<file path="src/hdl/cwg_pkg.sv">
package cwg_pkg;

   // ****************************************************************
   // Register indexes on the plain register port
   // ****************************************************************
   localparam logic [3:0] ADDR_CONTROL_ZERO   = 4'h0;
   localparam logic [3:0] ADDR_CONTROL_ONE    = 4'h1;
   localparam logic [3:0] ADDR_CLOCK_SELECT   = 4'h2;
   localparam logic [3:0] ADDR_SOURCE_SELECT  = 4'h3;
   localparam logic [3:0] ADDR_STEERING       = 4'h4;
   localparam logic [3:0] ADDR_SHUTDOWN_ZERO  = 4'h5;
   localparam logic [3:0] ADDR_SHUTDOWN_ONE   = 4'h6;
   localparam logic [3:0] ADDR_RISING_DELAY   = 4'h7;
   localparam logic [3:0] ADDR_FALLING_DELAY  = 4'h8;
   localparam logic [3:0] ADDR_IRQ_STATUS     = 4'h9;
   localparam logic [3:0] ADDR_IRQ_MASK       = 4'hA;

   // ****************************************************************
   // Field positions
   // ****************************************************************
   localparam int BIT_ENABLE      = 7;
   localparam int BIT_LOAD        = 6;
   localparam int BIT_INPUT_LEVEL = 5;
   localparam int BIT_SHUTDOWN    = 7;
   localparam int BIT_RESTART     = 6;
   localparam int BIT_EVT_SHUT    = 0;
   localparam int BIT_EVT_LOAD    = 1;

   // ****************************************************************
   // Reset values and widths
   // ****************************************************************
   localparam logic [7:0] RESET_REG   = 8'h00;
   localparam int         DELAY_W     = 6;
   localparam int         NUM_SOURCES = 14;
   localparam int         NUM_SHUT    = 4;

   // ****************************************************************
   // Operating modes
   // ****************************************************************
   localparam logic [2:0] MODE_STEER      = 3'h0;
   localparam logic [2:0] MODE_STEER_SYNC = 3'h1;
   localparam logic [2:0] MODE_FB_FWD     = 3'h2;
   localparam logic [2:0] MODE_FB_REV     = 3'h3;
   localparam logic [2:0] MODE_HALF       = 3'h4;
   localparam logic [2:0] MODE_PUSH_PULL  = 3'h5;

   // Override level codes for one output pair
   localparam logic [1:0] LEVEL_LOW  = 2'h2;
   localparam logic [1:0] LEVEL_HIGH = 2'h3;

   typedef struct packed {
      logic       enable;
      logic       buffer_load_request;
      logic [2:0] mode;
   } cwg_ctrl_t;

   typedef struct packed {
      logic       shutdown;
      logic       restart;
      logic [1:0] override_level_second_pair;
      logic [1:0] override_level_first_pair;
   } cwg_shut_t;

endpackage

</file>
<file path="src/hdl/cwg_control.sv">
`timescale 1ns/100ps
module cwg_control
   import cwg_pkg::*;
(
   // Clock and reset
   input  wire logic                   core_clk,
   input  wire logic                   resetn,
   input  wire logic                   ce,
   // Register port
   input  wire logic [3:0]             reg_addr,
   input  wire logic [7:0]             reg_wdata,
   input  wire logic                   reg_wr,
   input  wire logic                   reg_rd,
   output logic      [7:0]             reg_rdata,
   // Chip state and pins
   input  wire logic                   sleep,
   input  wire logic [NUM_SOURCES-1:0] source_in,
   input  wire logic [NUM_SHUT-1:0]    shutdown_in_n,
   output logic      [3:0]             wave_out,
   output logic                        irq
);

   // ****************************************************************
   // Registers
   // ****************************************************************
   cwg_ctrl_t                ctrl;
   cwg_shut_t                shut;
   logic [3:0]               output_invert;
   logic                     clock_source_select;
   logic [3:0]               input_source_select;
   logic [3:0]               steering_select;
   logic [3:0]               steering_data;
   logic [NUM_SHUT-1:0]      shutdown_source_select;
   logic [DELAY_W-1:0]       rising_delay_count;
   logic [DELAY_W-1:0]       falling_delay_count;
   logic [DELAY_W-1:0]       rise_active;
   logic [DELAY_W-1:0]       fall_active;
   logic [1:0]               irq_status;
   logic [1:0]               irq_mask;

   // ****************************************************************
   // Input synchronisers
   // ****************************************************************
   localparam int SW = NUM_SOURCES + NUM_SHUT;
   logic [SW-1:0] sync1;
   logic [SW-1:0] sync2;
   logic [SW-1:0] sync3;
   logic [SW-1:0] filt;

   // Three stages; a bit moves only when stages two and three agree
   always_ff @(posedge core_clk or negedge resetn) begin
      if (!resetn) begin
         sync1 <= '0;
         sync2 <= '0;
         sync3 <= '0;
         filt  <= '0;
      end else if (ce) begin
         sync1 <= {shutdown_in_n, source_in};
         sync2 <= sync1;
         sync3 <= sync2;
         filt  <= (sync2 & sync3) | (filt & (sync2 | sync3));
      end
   end

   logic data_lvl;
   logic data_q;
   logic shut_req;
   logic data_rise;
   logic data_fall;

   // Reserved source codes read as a constant low input
   assign data_lvl = (input_source_select < 4'(NUM_SOURCES)) ?
                     filt[input_source_select] : 1'b0;
   // Pins are active low; only enabled sources count
   assign shut_req = |(~filt[SW-1:NUM_SOURCES] & shutdown_source_select);
   assign data_rise = data_lvl & ~data_q;
   assign data_fall = ~data_lvl & data_q;

   // ****************************************************************
   // Register writes
   // ****************************************************************
   logic wr_ctrl0;
   logic wr_shut0;
   logic en_rise;
   logic load_now;
   assign wr_ctrl0 = reg_wr && reg_addr == ADDR_CONTROL_ZERO;
   assign wr_shut0 = reg_wr && reg_addr == ADDR_SHUTDOWN_ZERO;
   assign en_rise  = wr_ctrl0 && reg_wdata[BIT_ENABLE] && !ctrl.enable;

   // Plain configuration fields
   always_ff @(posedge core_clk or negedge resetn) begin
      if (!resetn) begin
         ctrl.enable            <= 1'b0;
         ctrl.mode              <= MODE_STEER;
         output_invert          <= '0;
         clock_source_select    <= 1'b0;
         input_source_select    <= '0;
         steering_select        <= '0;
         steering_data          <= '0;
         shut.restart           <= 1'b0;
         shut.override_level_second_pair <= '0;
         shut.override_level_first_pair  <= '0;
         shutdown_source_select <= '0;
         rising_delay_count     <= '0;
         falling_delay_count    <= '0;
         irq_mask               <= '0;
      end else if (ce && reg_wr) begin
         case (reg_addr)
            ADDR_CONTROL_ZERO: begin
               ctrl.enable <= reg_wdata[BIT_ENABLE];
               ctrl.mode   <= reg_wdata[2:0];
            end
            ADDR_CONTROL_ONE:   output_invert <= reg_wdata[3:0];
            ADDR_CLOCK_SELECT:  clock_source_select <= reg_wdata[0];
            ADDR_SOURCE_SELECT: input_source_select <= reg_wdata[3:0];
            ADDR_STEERING: begin
               steering_data   <= reg_wdata[7:4];
               steering_select <= reg_wdata[3:0];
            end
            ADDR_SHUTDOWN_ZERO: begin
               shut.restart <= reg_wdata[BIT_RESTART];
               shut.override_level_second_pair <= reg_wdata[5:4];
               shut.override_level_first_pair  <= reg_wdata[3:2];
            end
            ADDR_SHUTDOWN_ONE:
               shutdown_source_select <= reg_wdata[NUM_SHUT-1:0];
            ADDR_RISING_DELAY:  rising_delay_count  <= reg_wdata[5:0];
            ADDR_FALLING_DELAY: falling_delay_count <= reg_wdata[5:0];
            ADDR_IRQ_MASK:      irq_mask <= reg_wdata[1:0];
            default: ;
         endcase
      end
   end

   // ****************************************************************
   // Delay double buffer and load request
   // ****************************************************************
   logic fall_seen;

   // Request is refused unless enable was already set before this write
   always_ff @(posedge core_clk or negedge resetn) begin
      if (!resetn) begin
         ctrl.buffer_load_request <= 1'b0;
      end else if (ce) begin
         if (!ctrl.enable || load_now)
            ctrl.buffer_load_request <= 1'b0;
         else if (wr_ctrl0)
            ctrl.buffer_load_request <= reg_wdata[BIT_LOAD];
      end
   end

   // Track the first falling edge after the request
   always_ff @(posedge core_clk or negedge resetn) begin
      if (!resetn)
         fall_seen <= 1'b0;
      else if (ce) begin
         if (!ctrl.buffer_load_request || load_now)
            fall_seen <= 1'b0;
         else if (data_fall)
            fall_seen <= 1'b1;
      end
   end

   assign load_now = ctrl.enable && ctrl.buffer_load_request &&
                     fall_seen && data_rise;

   // Disabled: buffers follow writes; enabled: copy on load only
   always_ff @(posedge core_clk or negedge resetn) begin
      if (!resetn) begin
         rise_active <= '0;
         fall_active <= '0;
      end else if (ce) begin
         if (!ctrl.enable || load_now) begin
            rise_active <= rising_delay_count;
            fall_active <= falling_delay_count;
         end
      end
   end

   // ****************************************************************
   // Shutdown state and restart
   // ****************************************************************
   logic shut_clear;
   logic next_shutdown;
   logic running;

   // A live source blocks both software and automatic clearing
   assign shut_clear = !shut_req &&
                       (shut.restart || (wr_shut0 && !reg_wdata[BIT_SHUTDOWN]));
   assign next_shutdown = shut_req || en_rise ||
                          (wr_shut0 && reg_wdata[BIT_SHUTDOWN]) ||
                          (shut.shutdown && !shut_clear);

   always_ff @(posedge core_clk or negedge resetn) begin
      if (!resetn)
         shut.shutdown <= 1'b0;
      else if (ce)
         shut.shutdown <= next_shutdown;
   end

   // Generation resumes at the first data rise after shutdown clears
   always_ff @(posedge core_clk or negedge resetn) begin
      if (!resetn)
         running <= 1'b0;
      else if (ce) begin
         if (!ctrl.enable || shut.shutdown)
            running <= 1'b0;
         else if (data_rise)
            running <= 1'b1;
      end
   end

   // ****************************************************************
   // Dead-band counters
   // ****************************************************************
   logic              db_tick;
   logic [DELAY_W:0]  rise_cnt;
   logic [DELAY_W:0]  fall_cnt;
   logic              rise_done;
   logic              fall_done;
   logic              phase;

   // In sleep only the fast oscillator keeps the counters ticking
   assign db_tick   = !sleep || clock_source_select;
   assign rise_done = rise_cnt >= {1'b0, rise_active};
   assign fall_done = fall_cnt >= {1'b0, fall_active};

   // Both counters restart at their own edge of the data input
   always_ff @(posedge core_clk or negedge resetn) begin
      if (!resetn) begin
         data_q   <= 1'b0;
         rise_cnt <= '0;
         fall_cnt <= '0;
         phase    <= 1'b0;
      end else if (ce) begin
         data_q <= data_lvl;
         if (data_rise) begin
            rise_cnt <= '0;
            phase    <= ~phase;
         end else if (db_tick && !rise_done)
            rise_cnt <= rise_cnt + 7'h01;
         if (data_fall)
            fall_cnt <= '0;
         else if (db_tick && !fall_done)
            fall_cnt <= fall_cnt + 7'h01;
      end
   end

   // ****************************************************************
   // Output shaping
   // ****************************************************************
   function automatic logic level_of(input logic [1:0] code,
                                     input logic       inv);
      // Forced levels ignore polarity; others give the inactive level
      if (code == LEVEL_HIGH)
         level_of = 1'b1;
      else if (code == LEVEL_LOW)
         level_of = 1'b0;
      else
         level_of = inv;
   endfunction

   logic [3:0] wave;
   logic [3:0] next_out;

   // Mode decode; reserved codes keep every output inactive
   always_comb begin
      wave = 4'h0;
      case (ctrl.mode)
         MODE_STEER, MODE_STEER_SYNC:
            for (int i = 0; i < 4; i++)
               wave[i] = steering_select[i] ? data_lvl : steering_data[i];
         MODE_FB_FWD: begin
            wave[0] = 1'b1;
            wave[3] = data_lvl & fall_done;
         end
         MODE_FB_REV: begin
            wave[2] = 1'b1;
            wave[1] = data_lvl & rise_done;
         end
         MODE_HALF: begin
            wave[0] = data_lvl & rise_done;
            wave[1] = ~data_lvl & fall_done;
            wave[2] = wave[0];
            wave[3] = wave[1];
         end
         MODE_PUSH_PULL: begin
            wave[0] = data_lvl & phase;
            wave[1] = data_lvl & ~phase;
            wave[2] = wave[0];
            wave[3] = wave[1];
         end
         default: wave = 4'h0;
      endcase
   end

   // Shutdown drives override pairs: A/C first pair, B/D second pair
   always_comb begin
      if (!ctrl.enable)
         next_out = output_invert;
      else if (shut.shutdown || !running) begin
         next_out[0] = level_of(shut.override_level_first_pair,
                                output_invert[0]);
         next_out[2] = level_of(shut.override_level_first_pair,
                                output_invert[2]);
         next_out[1] = level_of(shut.override_level_second_pair,
                                output_invert[1]);
         next_out[3] = level_of(shut.override_level_second_pair,
                                output_invert[3]);
      end else
         next_out = wave ^ output_invert;
   end

   always_ff @(posedge core_clk or negedge resetn) begin
      if (!resetn)
         wave_out <= 4'h0;
      else if (ce)
         wave_out <= next_out;
   end

   // ****************************************************************
   // Interrupts and read data
   // ****************************************************************
   logic [1:0] irq_set;
   logic [1:0] irq_clr;
   assign irq_set[BIT_EVT_SHUT] = next_shutdown && !shut.shutdown;
   assign irq_set[BIT_EVT_LOAD] = load_now;
   assign irq_clr = (reg_wr && reg_addr == ADDR_IRQ_STATUS) ?
                    reg_wdata[1:0] : 2'h0;

   // New events win over a write-one-to-clear in the same cycle
   always_ff @(posedge core_clk or negedge resetn) begin
      if (!resetn) begin
         irq_status <= '0;
         irq        <= 1'b0;
      end else if (ce) begin
         irq_status <= irq_set | (irq_status & ~irq_clr);
         irq        <= |((irq_set | (irq_status & ~irq_clr)) & irq_mask);
      end
   end

   // Answer one cycle after the address, with or without the read strobe; unmapped reads give zero
   always_ff @(posedge core_clk or negedge resetn) begin
      if (!resetn)
         reg_rdata <= RESET_REG;
      else if (ce) begin
         case (reg_addr)
            ADDR_CONTROL_ZERO:  reg_rdata <= {ctrl.enable,
                                   ctrl.buffer_load_request, 3'h0,
                                   ctrl.mode};
            ADDR_CONTROL_ONE:   reg_rdata <= {2'h0, data_lvl, 1'b0,
                                   output_invert};
            ADDR_CLOCK_SELECT:  reg_rdata <= {7'h00, clock_source_select};
            ADDR_SOURCE_SELECT: reg_rdata <= {4'h0, input_source_select};
            ADDR_STEERING:      reg_rdata <= {steering_data, steering_select};
            ADDR_SHUTDOWN_ZERO: reg_rdata <= {shut, 2'h0};
            ADDR_SHUTDOWN_ONE:  reg_rdata <= {4'h0, shutdown_source_select};
            ADDR_RISING_DELAY:  reg_rdata <= {2'h0, rising_delay_count};
            ADDR_FALLING_DELAY: reg_rdata <= {2'h0, falling_delay_count};
            ADDR_IRQ_STATUS:    reg_rdata <= {6'h00, irq_status};
            ADDR_IRQ_MASK:      reg_rdata <= {6'h00, irq_mask};
            default:            reg_rdata <= RESET_REG;
         endcase
      end
   end
endmodule // cwg_control

</file>
<file path="config.mk">
export PLATFORM = sky130hd
export DESIGN_NAME = cwg_control
export DESIGN_NICKNAME = d
export VERILOG_FILES = /design/src/hdl/cwg_pkg.sv /design/src/hdl/cwg_control.sv
export SDC_FILE = /design/constraint.sdc
export NUM_CORES = 1
export LEC_CHECK = 0
export ABC_AREA = 1
export ABC_CLOCK_PERIOD_IN_PS = 2200
export BUFFER_PORTS_ARGS = -buffer_cell sky130_fd_sc_hd__buf_2
export CORE_UTILIZATION = 55
export CTS_BUF_LIST = sky130_fd_sc_hd__clkbuf_8
export DETAILED_ROUTE_END_ITERATION = 6
export GPL_TIMING_DRIVEN = 0
export PLACE_DENSITY_LB_ADDON = 0.15
export SLEW_MARGIN = 30
export SYNTH_ARGS = -nofsm -noshare
export SYNTH_HDL_FRONTEND = slang
export SYNTH_SLANG_ARGS = --single-unit
</file>
<file path="constraint.sdc">
create_clock -name core_clk -period 2.2 [get_ports core_clk]
set_input_delay 0.33 -clock core_clk [delete_from_list [all_inputs] [get_ports core_clk]]
set_output_delay 0.33 -clock core_clk [all_outputs]
set_load 0.02 [all_outputs]
</file>
==> flow_summary.yaml, run 1 <==
run_status:
  status: "finished, final reports clean"
synth:
  muxShareOfSynthArea: 0
  ys_warn_count: 0
  netlist_area_um2: 7780
  synth_top_area_share: 0.524
  ys_seq_area_frac: 0.524
  synth_area_leader_cell: "dfrtp_1"
  synth-edff-count: 0
  synth_top_family_by_area: "simple AND/OR/NAND/NOR gates"
  yosysMostFrequentCell: "nand2_1"
  synth_ff_type: "dfrtp_1"
  synthSimpleGateAreaFrac: 0.258
  avgSynthCellArea_um2: 8.10
  synthesis.nets: 1011
  netlist_top_cells_area: "dfrtp_1, nand2_1, o21ai_0"
  synthAdderAreaFrac: 0.0225
  async_flop_share: 1.00
  ys_ff_latch: 163
  synth.distinct_cells: 44
  netlist_top_cells_count: "nand2_1, dfrtp_1, inv_1, nor2_1, o21ai_0"
  synth_compound_area_frac: 0.122
  synthesis.instances: 961
  synth_xor_area_frac: 0.00563
clock_network:
  clockBufferDepth: 2
  cts.htree.levels: 4
  clk_pin_slew_worst_paths_ns: 0.08
  clkLatencyLatePin_ns: 0.46
  cts_tree: "built"
  cts_root_buf: "clkbuf_8"
  cts_buffers: 17
  cts_sinks: 163
sta:
  setup-violations-final: 0
  worst_slew_pin_slew_ns: 0.670
  skew_ns: 0.00836
  fmax_mhz: 494
  min_period_ns: 2.03
  finalMaxSlewViolations: 0
  finalCritPeriodShare: 0.921
  final_hold_viol_count: 0
  fin_ws_ns: 0.174
  totalNegativeSetupSlack_ns: 0
  relSlewSlack: 0.553
layout:
  drive_gt1_frac: 0.115
  diodes: 0
  ff_latch_area_um2: 4080
  multi_input_area_um2: 3190
  fin_cells: 1226
  fill_cells: 1203
  fin_util: 0.631
  area_growth_pct: 12.1
  finalInstanceArea_um2: 8730
  final_nets: 1083
power:
  p_leak_nw: 4.44
  power_density_nw_per_um2: 958
  vdd_drop_max_uv: 482
setup_path:
  crit_path_cell_trace: "ha_1, nand2_1, nand2_1, a21oi_1, nand3_2, nor3_4, nand2_1, nor2_1, nand2_1, nand2_1, nor2_1"
  cp_data_required_time_ns: 2.55
  end_kind: "flop"
  cp_max_fo: 5
  startpoint_type: "flop"
  slowest_stage: "dfrtp_2"
  critPathMaxStageDelay_ns: 0.45
  cp_num_buf_inv: 0
  worst_path_dominant_cell_family: "simple AND/OR/NAND/NOR gates"
  cp.arrival_ns: 2.38
  crit_type: "flop to flop"
  cp_common_cell: "nand2_1"
placement:
  detailed_place.area_um2: 8280
  place_ws_ns: -0.0227
  routabilityCongestion: 0.946
  dp.cells: 1189
  port_buffers: 47
  hpwl_mm: 13.5
job:
  maxCapViolCount: 0
detailed_routing:
  dr.pass1.iters: 6
  via_per_inst: 5.32
  vias: 6527
  drc: 0
  wire_per_inst_um: 15.3
  ant_nets: 0
  wl_mm: 18.8
  drtIter0Drc: 588
grt:
  overflow: 0
  grt_antenna_before_repair: 0
  grt_pass1_wl_mm: 30.8
  grt_start_max_net_pins: 88
  grt_pass1_vias: 6173
  grt_use_total: 0.276
die:
  io_pins: 49
  row_count: 43
  die_area_um2: 14600
  start_util: 0.563
  die_h_um: 121
  core-area_um2: 13800
  fp.dieW_um: 121
worst_hold_path:
  min_path_type: "input pin to flop"
[worst min-delay path: stages]
cell and delay, ns:
buf_2 0.07, nand2_1 0.04, nand2_1 0.05
[what timing repair did]
| action | in CTS | in global routing |
|---|---|---|
| resized for setup | 0 | 5 |
| endpoints found under the hold margin | 76 | 0 |
| setup endpoints to repair | 0 | 21 |
| hold buffers | 1 | 0 |
| setup buffers | 0 | 4 |
[flip-flops by register name, indices dropped and copies added (netlist names), 7 cells and up]
register,cells
filt,18
sync1,18
sync2,18
sync3,18
reg_rdata,8
fall_cnt,7
rise_cnt,7
[power by group]
group          switching [mW]  total (mW)  leakage, nW  internal [mW]
clock network            1.12        2.15        0.202           1.03
registers               0.457        4.02         2.07           3.56
logic                    1.40        2.20         2.17          0.796
[final cells by class]
type / count / share of cell area
inverter: 108 / 0.0476
tap: 180 / 0.0258
clock buffer: 18 / 0.0284
multi-input combinational: 665 / 0.366
clock inverter: 14 / 0.0158
buffer: 25 / 0.0135
timing repair buffer: 53 / 0.0358
sequential: 163 / 0.468
[cell families (layout without fill, tap and decap cells)]
logic type | Yosys count | count (layout)
AOI/OAI and AO/OA | 162 | 162
xor gates and xnor gates | 5 | 5
adders and majority gates | 14 | 14
buffers and inverters | 133 | 218
DFF | 163 | 163
and+or+nand+nor | 484 | 484
[final timing paths]
check,start,to,slack [ns],cells after the start
worst max register to register,fall_cnt[4],fall_cnt[4],0.17,11
worst min-delay path,shutdown_in_n[1],sync1[15],0.07,3
worst min register to register,sync1[10],sync1[10],0.48,2
max in group asynchronous,resetn,wave_out[0],0.97,3
min in group asynchronous,resetn,sync1[5],0.41,2
worst max-delay path,fall_cnt[4],fall_cnt[4],0.17,11
[per-layer routing]
metal  vias to the layer above  GRT usage  wire length [um]
met4                         0      0.103               464
li1                       3253          -                 -
met2                       172      0.422              8450
met1                      3066      0.389              8870
met5                         -          0                 0
met3                        36     0.0578              1010
[metrics by stage]
| stage | total power, mW | hold WS [ns] |
|---|---|---|
| after floorplan | 5.52 | 0.0344 |
| after global placement | 6.14 | 0.454 |
| after detailed placement | 6.20 | 0.343 |
| after CTS | 8.34 | 0.0489 |
| final | 8.36 | 0.0652 |
| after global routing | 8.91 | 0.0590 |
[placed cells by master, fill, tap and decap left out, drive strengths merged, types with 10 or more instances in the layout]
| master | count |
|---|---|
| inv | 111 |
| nand2 | 323 |
| o21ai | 93 |
| o22ai | 10 |
| buf | 61 |
| nor3 | 10 |
| o211ai | 18 |
| nand4 | 11 |
| ha | 14 |
| nand3 | 34 |
| nor2 | 99 |
| dfrtp | 163 |
| clkbuf | 34 |
| a21oi | 29 |
Note: power is estimated with default switching activity, not from simulation.
==> run 2, diff against run 1 <==
--- a/config.mk
+++ b/config.mk
@@ -12,7 +12,7 @@
 export CTS_BUF_LIST = sky130_fd_sc_hd__clkbuf_8
 export DETAILED_ROUTE_END_ITERATION = 6
 export GPL_TIMING_DRIVEN = 0
-export PLACE_DENSITY_LB_ADDON = 0.15
+export PLACE_DENSITY = 0.73
 export SLEW_MARGIN = 30
 export SYNTH_ARGS = -nofsm -noshare
 export SYNTH_HDL_FRONTEND = slang
==> run 2 against run 1 <==
Compared with the run above: maximum frequency down 1.9%; largest cell class unchanged; sequential power about the same; largest power group unchanged; first-iteration DRC count increased by 23%.
==> flow_summary.yaml, run 2 (synthesized netlist as in run 1, its figures left out) <==
clock_network:
  cts_root_buf: "clkbuf_8"
  cts_sinks: 163
  clkLatencyLatePin_ns: 0.45
  clockBufferDepth: 2
  clk_pin_slew_worst_paths_ns: 0.08
  cts_tree: "built"
  cts_buffers: 17
  cts.htree.levels: 4
die:
  core-area_um2: 13800
  die_h_um: 121
  start_util: 0.563
  die_area_um2: 14600
  row_count: 43
  io_pins: 49
  fp.dieW_um: 121
setup_path:
  r2r_slack_ns: 0.14
  cp_common_cell: "nand4_1"
  worst_path_dominant_cell_family: "simple AND/OR/NAND/NOR gates"
  r2r_cells: 11
  startpoint_type: "flop"
  cp.arrival_ns: 2.41
  crit_path_cell_trace: "ha_1, nand2_1, o21ai_0, nand4_1, nand4_1, inv_1, nor2_4, inv_2, nand2_2, xor2_1, nor2_1"
  crit_type: "flop to flop"
  r2r-start: "rise_cnt[2]"
  critPathMaxStageDelay_ns: 0.44
  cp_data_required_time_ns: 2.54
  r2r_end: "rise_cnt[2]"
  cp_max_fo: 5
  slowest_stage: "dfrtp_1"
  end_kind: "flop"
  cp_num_buf_inv: 2
grt:
  grt_pass1_wl_mm: 31.3
  grt_pass1_vias: 6235
  grt_start_max_net_pins: 68
  overflow: 0
  grt_use_total: 0.279
  grt_antenna_before_repair: 0
worst_hold_path:
  hold_depth: 3
  worstHoldStart: "source_in[13]"
  hold_end: "sync1[13]"
  min_path_type: "input pin to flop"
sta:
  finalCritPeriodShare: 0.938
  totalNegativeSetupSlack_ns: 0
  setup-violations-final: 0
  finalMaxSlewViolations: 0
  skew_ns: 0.00844
  rsz0062_at_grt: "true"
  fmax_mhz: 484
  min_period_ns: 2.06
  final_hold_viol_count: 0
  worst_slew_pin_slew_ns: 0.695
  fin_ws_ns: 0.135
  relSlewSlack: 0.535
power:
  p_leak_nw: 4.47
  finalPower_mw: 8.47
  vdd_drop_max_uv: 551
  power_density_nw_per_um2: 960
placement:
  routabilityCongestion: 0.984
  place_ws_ns: 0.0146
  hpwl_mm: 13.7
  port_buffers: 47
layout:
  diodes: 0
  drive_gt1_frac: 0.127
  layout_commonest_cell: "nand2_1"
  fill_cells: 1226
  area_growth_pct: 13.3
  most-common-layout-cells: "nand2_1, dfrtp_1, inv_1"
  final_nets: 1084
detailed_routing:
  wire_per_inst_um: 15.2
  wl_mm: 18.7
  dr.pass1.iters: 5
  drc: 0
  drtIter0Drc: 722
  vias: 6554
  ant_nets: 0
  via_per_inst: 5.34
run_status:
  status: "finished, final reports clean"
job:
  maxCapViolCount: 0
-- run 2: how the worst max path moves through the flow --
stage                            from     endpoint  cells past startpoint
after global routing      fall_cnt[4]  fall_cnt[4]                     11
after detailed placement           ce    sync1[13]                      7
after global placement         resetn    sync1[14]                      1
after floorplan           fall_cnt[4]  fall_cnt[4]                     11
final                     rise_cnt[2]  rise_cnt[2]                     11
after CTS                 fall_cnt[4]  fall_cnt[4]                     11
-- run 2: power by group --
group	internal (mW)	switching, mW
logic	0.830	1.46
clock network	1.05	1.10
registers	3.56	0.462
-- run 2: layer usage --
layer	share of wire	vias up	wire, um	global-route usage
met5	0	-	0	0
met4	0.023	0	434	0.107
met3	0.041	35	765	0.0489
met2	0.45	159	8390	0.416
met1	0.49	3115	9090	0.408
li1	-	3245	-	-
-- run 2: cell type report --
type                            instances  area, um^2  area share
Clock buffer                           22         303      0.0343
Sequential cell                       163        4080       0.463
Inverter                              108         415      0.0471
Tap cell                              180         225      0.0255
Buffer                                 25         118      0.0133
Timing Repair Buffer                   54         340      0.0386
Multi-Input combinational cell        665        3240       0.368
Clock inverter                         10        95.1      0.0108
-- run 2: repair_timing --
item,in CTS,in global routing
hold buffers,1,0
gates resized for setup,0,19
endpoints found under the hold margin,45,0
buffers inserted,0,4
setup endpoints to repair,0,22
-- run 2: worst reg2reg max path, stage by stage, from the launching register on --
cell	delay, ns
dfrtp_1	0.44
ha_1	0.34
nand2_1	0.05
o21ai_0	0.19
nand4_1	0.18
nand4_1	0.12
inv_1	0.11
nor2_4	0.18
inv_2	0.08
nand2_2	0.06
xor2_1	0.16
nor2_1	0.05
-- run 2: per-stage QoR --
step	cells	utilization	hold WS (ns)	cell area, um^2
4_1_cts	1223	0.631	0.0476	8720
3_5_place_dp	1190	0.601	0.256	8310
6_report	1227	0.638	0.0719	8820
2_1_floorplan	961	-	0.0344	7780
3_3_place_gp	1188	0.596	0.456	8250
5_1_grt	1227	0.638	0.0596	8820
==> run 3, diff against run 2 <==
--- a/config.mk
+++ b/config.mk
@@ -8,6 +8,7 @@
 export ABC_AREA = 1
 export ABC_CLOCK_PERIOD_IN_PS = 2200
 export BUFFER_PORTS_ARGS = -buffer_cell sky130_fd_sc_hd__buf_2
+export CORE_ASPECT_RATIO = 1.2
 export CORE_UTILIZATION = 55
 export CTS_BUF_LIST = sky130_fd_sc_hd__clkbuf_8
 export DETAILED_ROUTE_END_ITERATION = 6
@@ -17,3 +18,4 @@
 export SYNTH_ARGS = -nofsm -noshare
 export SYNTH_HDL_FRONTEND = slang
 export SYNTH_SLANG_ARGS = --single-unit
+export TNS_END_PERCENT = 50
==> run 3 against run 2 <==
Compared with the run above: clock power increased by 3%; maximum frequency rose by 2.2%; die area about the same; global-route usage down 1.0 points; critical path depth unchanged; first-iteration DRC count down 43%; sequential power barely moved.
==> flow_summary.yaml, run 3 (synthesized netlist as in run 1, its figures left out) <==
detailed_routing:
  ant_nets: 0
  drc: 0
  wl_mm: 18.3
  vias: 6542
  wire_per_inst_um: 15.0
  dr.pass1.iters: 7
  via_per_inst: 5.38
  drtIter0Drc: 414
clock_network:
  clk_pin_slew_worst_paths_ns: 0.10
  clkLatencyLatePin_ns: 0.47
  cts_tree: "built"
  clockBufferDepth: 2
  cts_root_buf: "clkbuf_8"
  cts_buffers: 17
  cts.htree.levels: 4
  cts_sinks: 163
sta:
  totalNegativeSetupSlack_ns: 0
  worst_slew_pin_slew_ns: 0.703
  setup-violations-final: 0
  relSlewSlack: 0.531
  final_hold_viol_count: 0
  fmax_mhz: 495
  skew_ns: 0.0113
  finalMaxSlewViolations: 0
  finalCritPeriodShare: 0.918
  min_period_ns: 2.02
setup_path:
  r2r-start: "fall_cnt[4]"
  startpoint_type: "flop"
  cp_data_required_time_ns: 2.57
  end_kind: "flop"
  cp.arrival_ns: 2.39
  cp_max_fo: 5
  crit_type: "flop to flop"
  worstSetupStartpoint: "fall_cnt[4]"
  r2r_cells: 11
placement:
  port_buffers: 47
  dp.cells: 1180
  routabilityCongestion: 0.900
  detailed_place.area_um2: 8270
  hpwl_mm: 13.3
layout:
  layout_commonest_cell: "nand2_1"
  diodes: 0
  fin_util: 0.634
  most-common-layout-cells: "nand2_1, dfrtp_1, inv_1"
  fin_cells: 1217
  finalInstanceArea_um2: 8770
  final_nets: 1083
  area_growth_pct: 12.6
  drive_gt1_frac: 0.120
  fill_cells: 1256
run_status:
  status: "finished, final reports clean"
grt:
  grt_antenna_before_repair: 0
  overflow: 0
  grt_start_max_net_pins: 86
  grt_pass1_wl_mm: 31.0
  grt_pass1_vias: 6335
  grt_use_total: 0.269
power:
  pwr-share-clk: 0.263
  net-switching-power_mw: 3.07
  swShare: 0.361
  p_leak_nw: 4.45
  finalPower_mw: 8.51
  seq_power_share: 0.471
  vdd_drop_max_uv: 586
  combPwrFrac: 0.266
  intPower_mw: 5.44
  power_density_nw_per_um2: 971
die:
  fp.dieW_um: 111
  die_area_um2: 14600
  die_h_um: 132
  start_util: 0.563
  io_pins: 49
  row_count: 47
  core-area_um2: 13800
worst_hold_path:
  worstHoldStart: "source_in[10]"
  min_path_type: "input pin to flop"
  hold_depth: 3
job:
  maxCapViolCount: 0
==> run 3: worst max-delay path, stage by stage (launching register included) <==
cell and delay [ns]:
dfrtp_1 0.44, ha_1 0.32, nand2_1 0.07, nand2_1 0.06
a21oi_2 0.13, nand3_2 0.16, nor3_4 0.36, nand2_2 0.11
nor2_2 0.12, nand2_1 0.06, nand2_1 0.05, nor2_1 0.04
==> run 3: path summary, 6_finish.rpt <==
path | end | slack, ns
worst max register to register | fall_cnt[4] | 0.18
worst min-delay path | sync1[10] | 0.05
worst min register to register | sync1[14] | 0.48
max in group asynchronous | sync3[14] | 0.95
min in group asynchronous | fall_cnt[3] | 0.42
worst max-delay path | fall_cnt[4] | 0.18
==> run 3: layer usage <==
metal / global-route usage / routed length, um / share of wire / vias up
met2: 0.443 / 9000 / 0.49 / 159
met3: 0.0487 / 718 / 0.039 / 39
met4: 0.127 / 565 / 0.031 / 0
met5: 0 / 0 / 0 / -
li1: - / - / - / 3245
met1: 0.347 / 8030 / 0.44 / 3099
==> run 3: area by class of cell <==
class | count | area [um^2] | area share
Clock buffer | 17 | 234 | 0.0267
Inverter | 108 | 415 | 0.0474
Tap cell | 171 | 214 | 0.0244
Timing Repair Buffer | 53 | 313 | 0.0357
Clock inverter | 15 | 170 | 0.0194
Sequential cell | 163 | 4080 | 0.465
Buffer | 25 | 118 | 0.0134
Multi-Input combinational cell | 665 | 3220 | 0.368
==> run 3: power groups by stage <==
stage | Clock, mW | Sequential (mW) | Combinational (mW)
floorplan | 0 | 3.98 | 1.54
finish | 2.23 | 4.01 | 2.27
global route | 2.38 | 4.09 | 2.62
global placement | 0 | 4.04 | 2.09
detailed placement | 0 | 4.05 | 2.15
CTS | 2.28 | 3.99 | 2.17
==> run 3: metrics by stage <==
step | hold WS (ns) | setup WS, ns
global placement | 0.454 | -1.67
detailed placement | 0.359 | 0.0294
floorplan | 0.0344 | 0.404
finish | 0.0463 | 0.180
CTS | 0.0267 | 0.00274
global route | 0.0430 | -0.000972
==> run 3: what timing repair did <==
action	in CTS	in global routing
hold buffers	1	0
setup endpoints to repair	0	20
gates resized for setup	0	11
buffers inserted	0	4
hold endpoints to repair	78	0
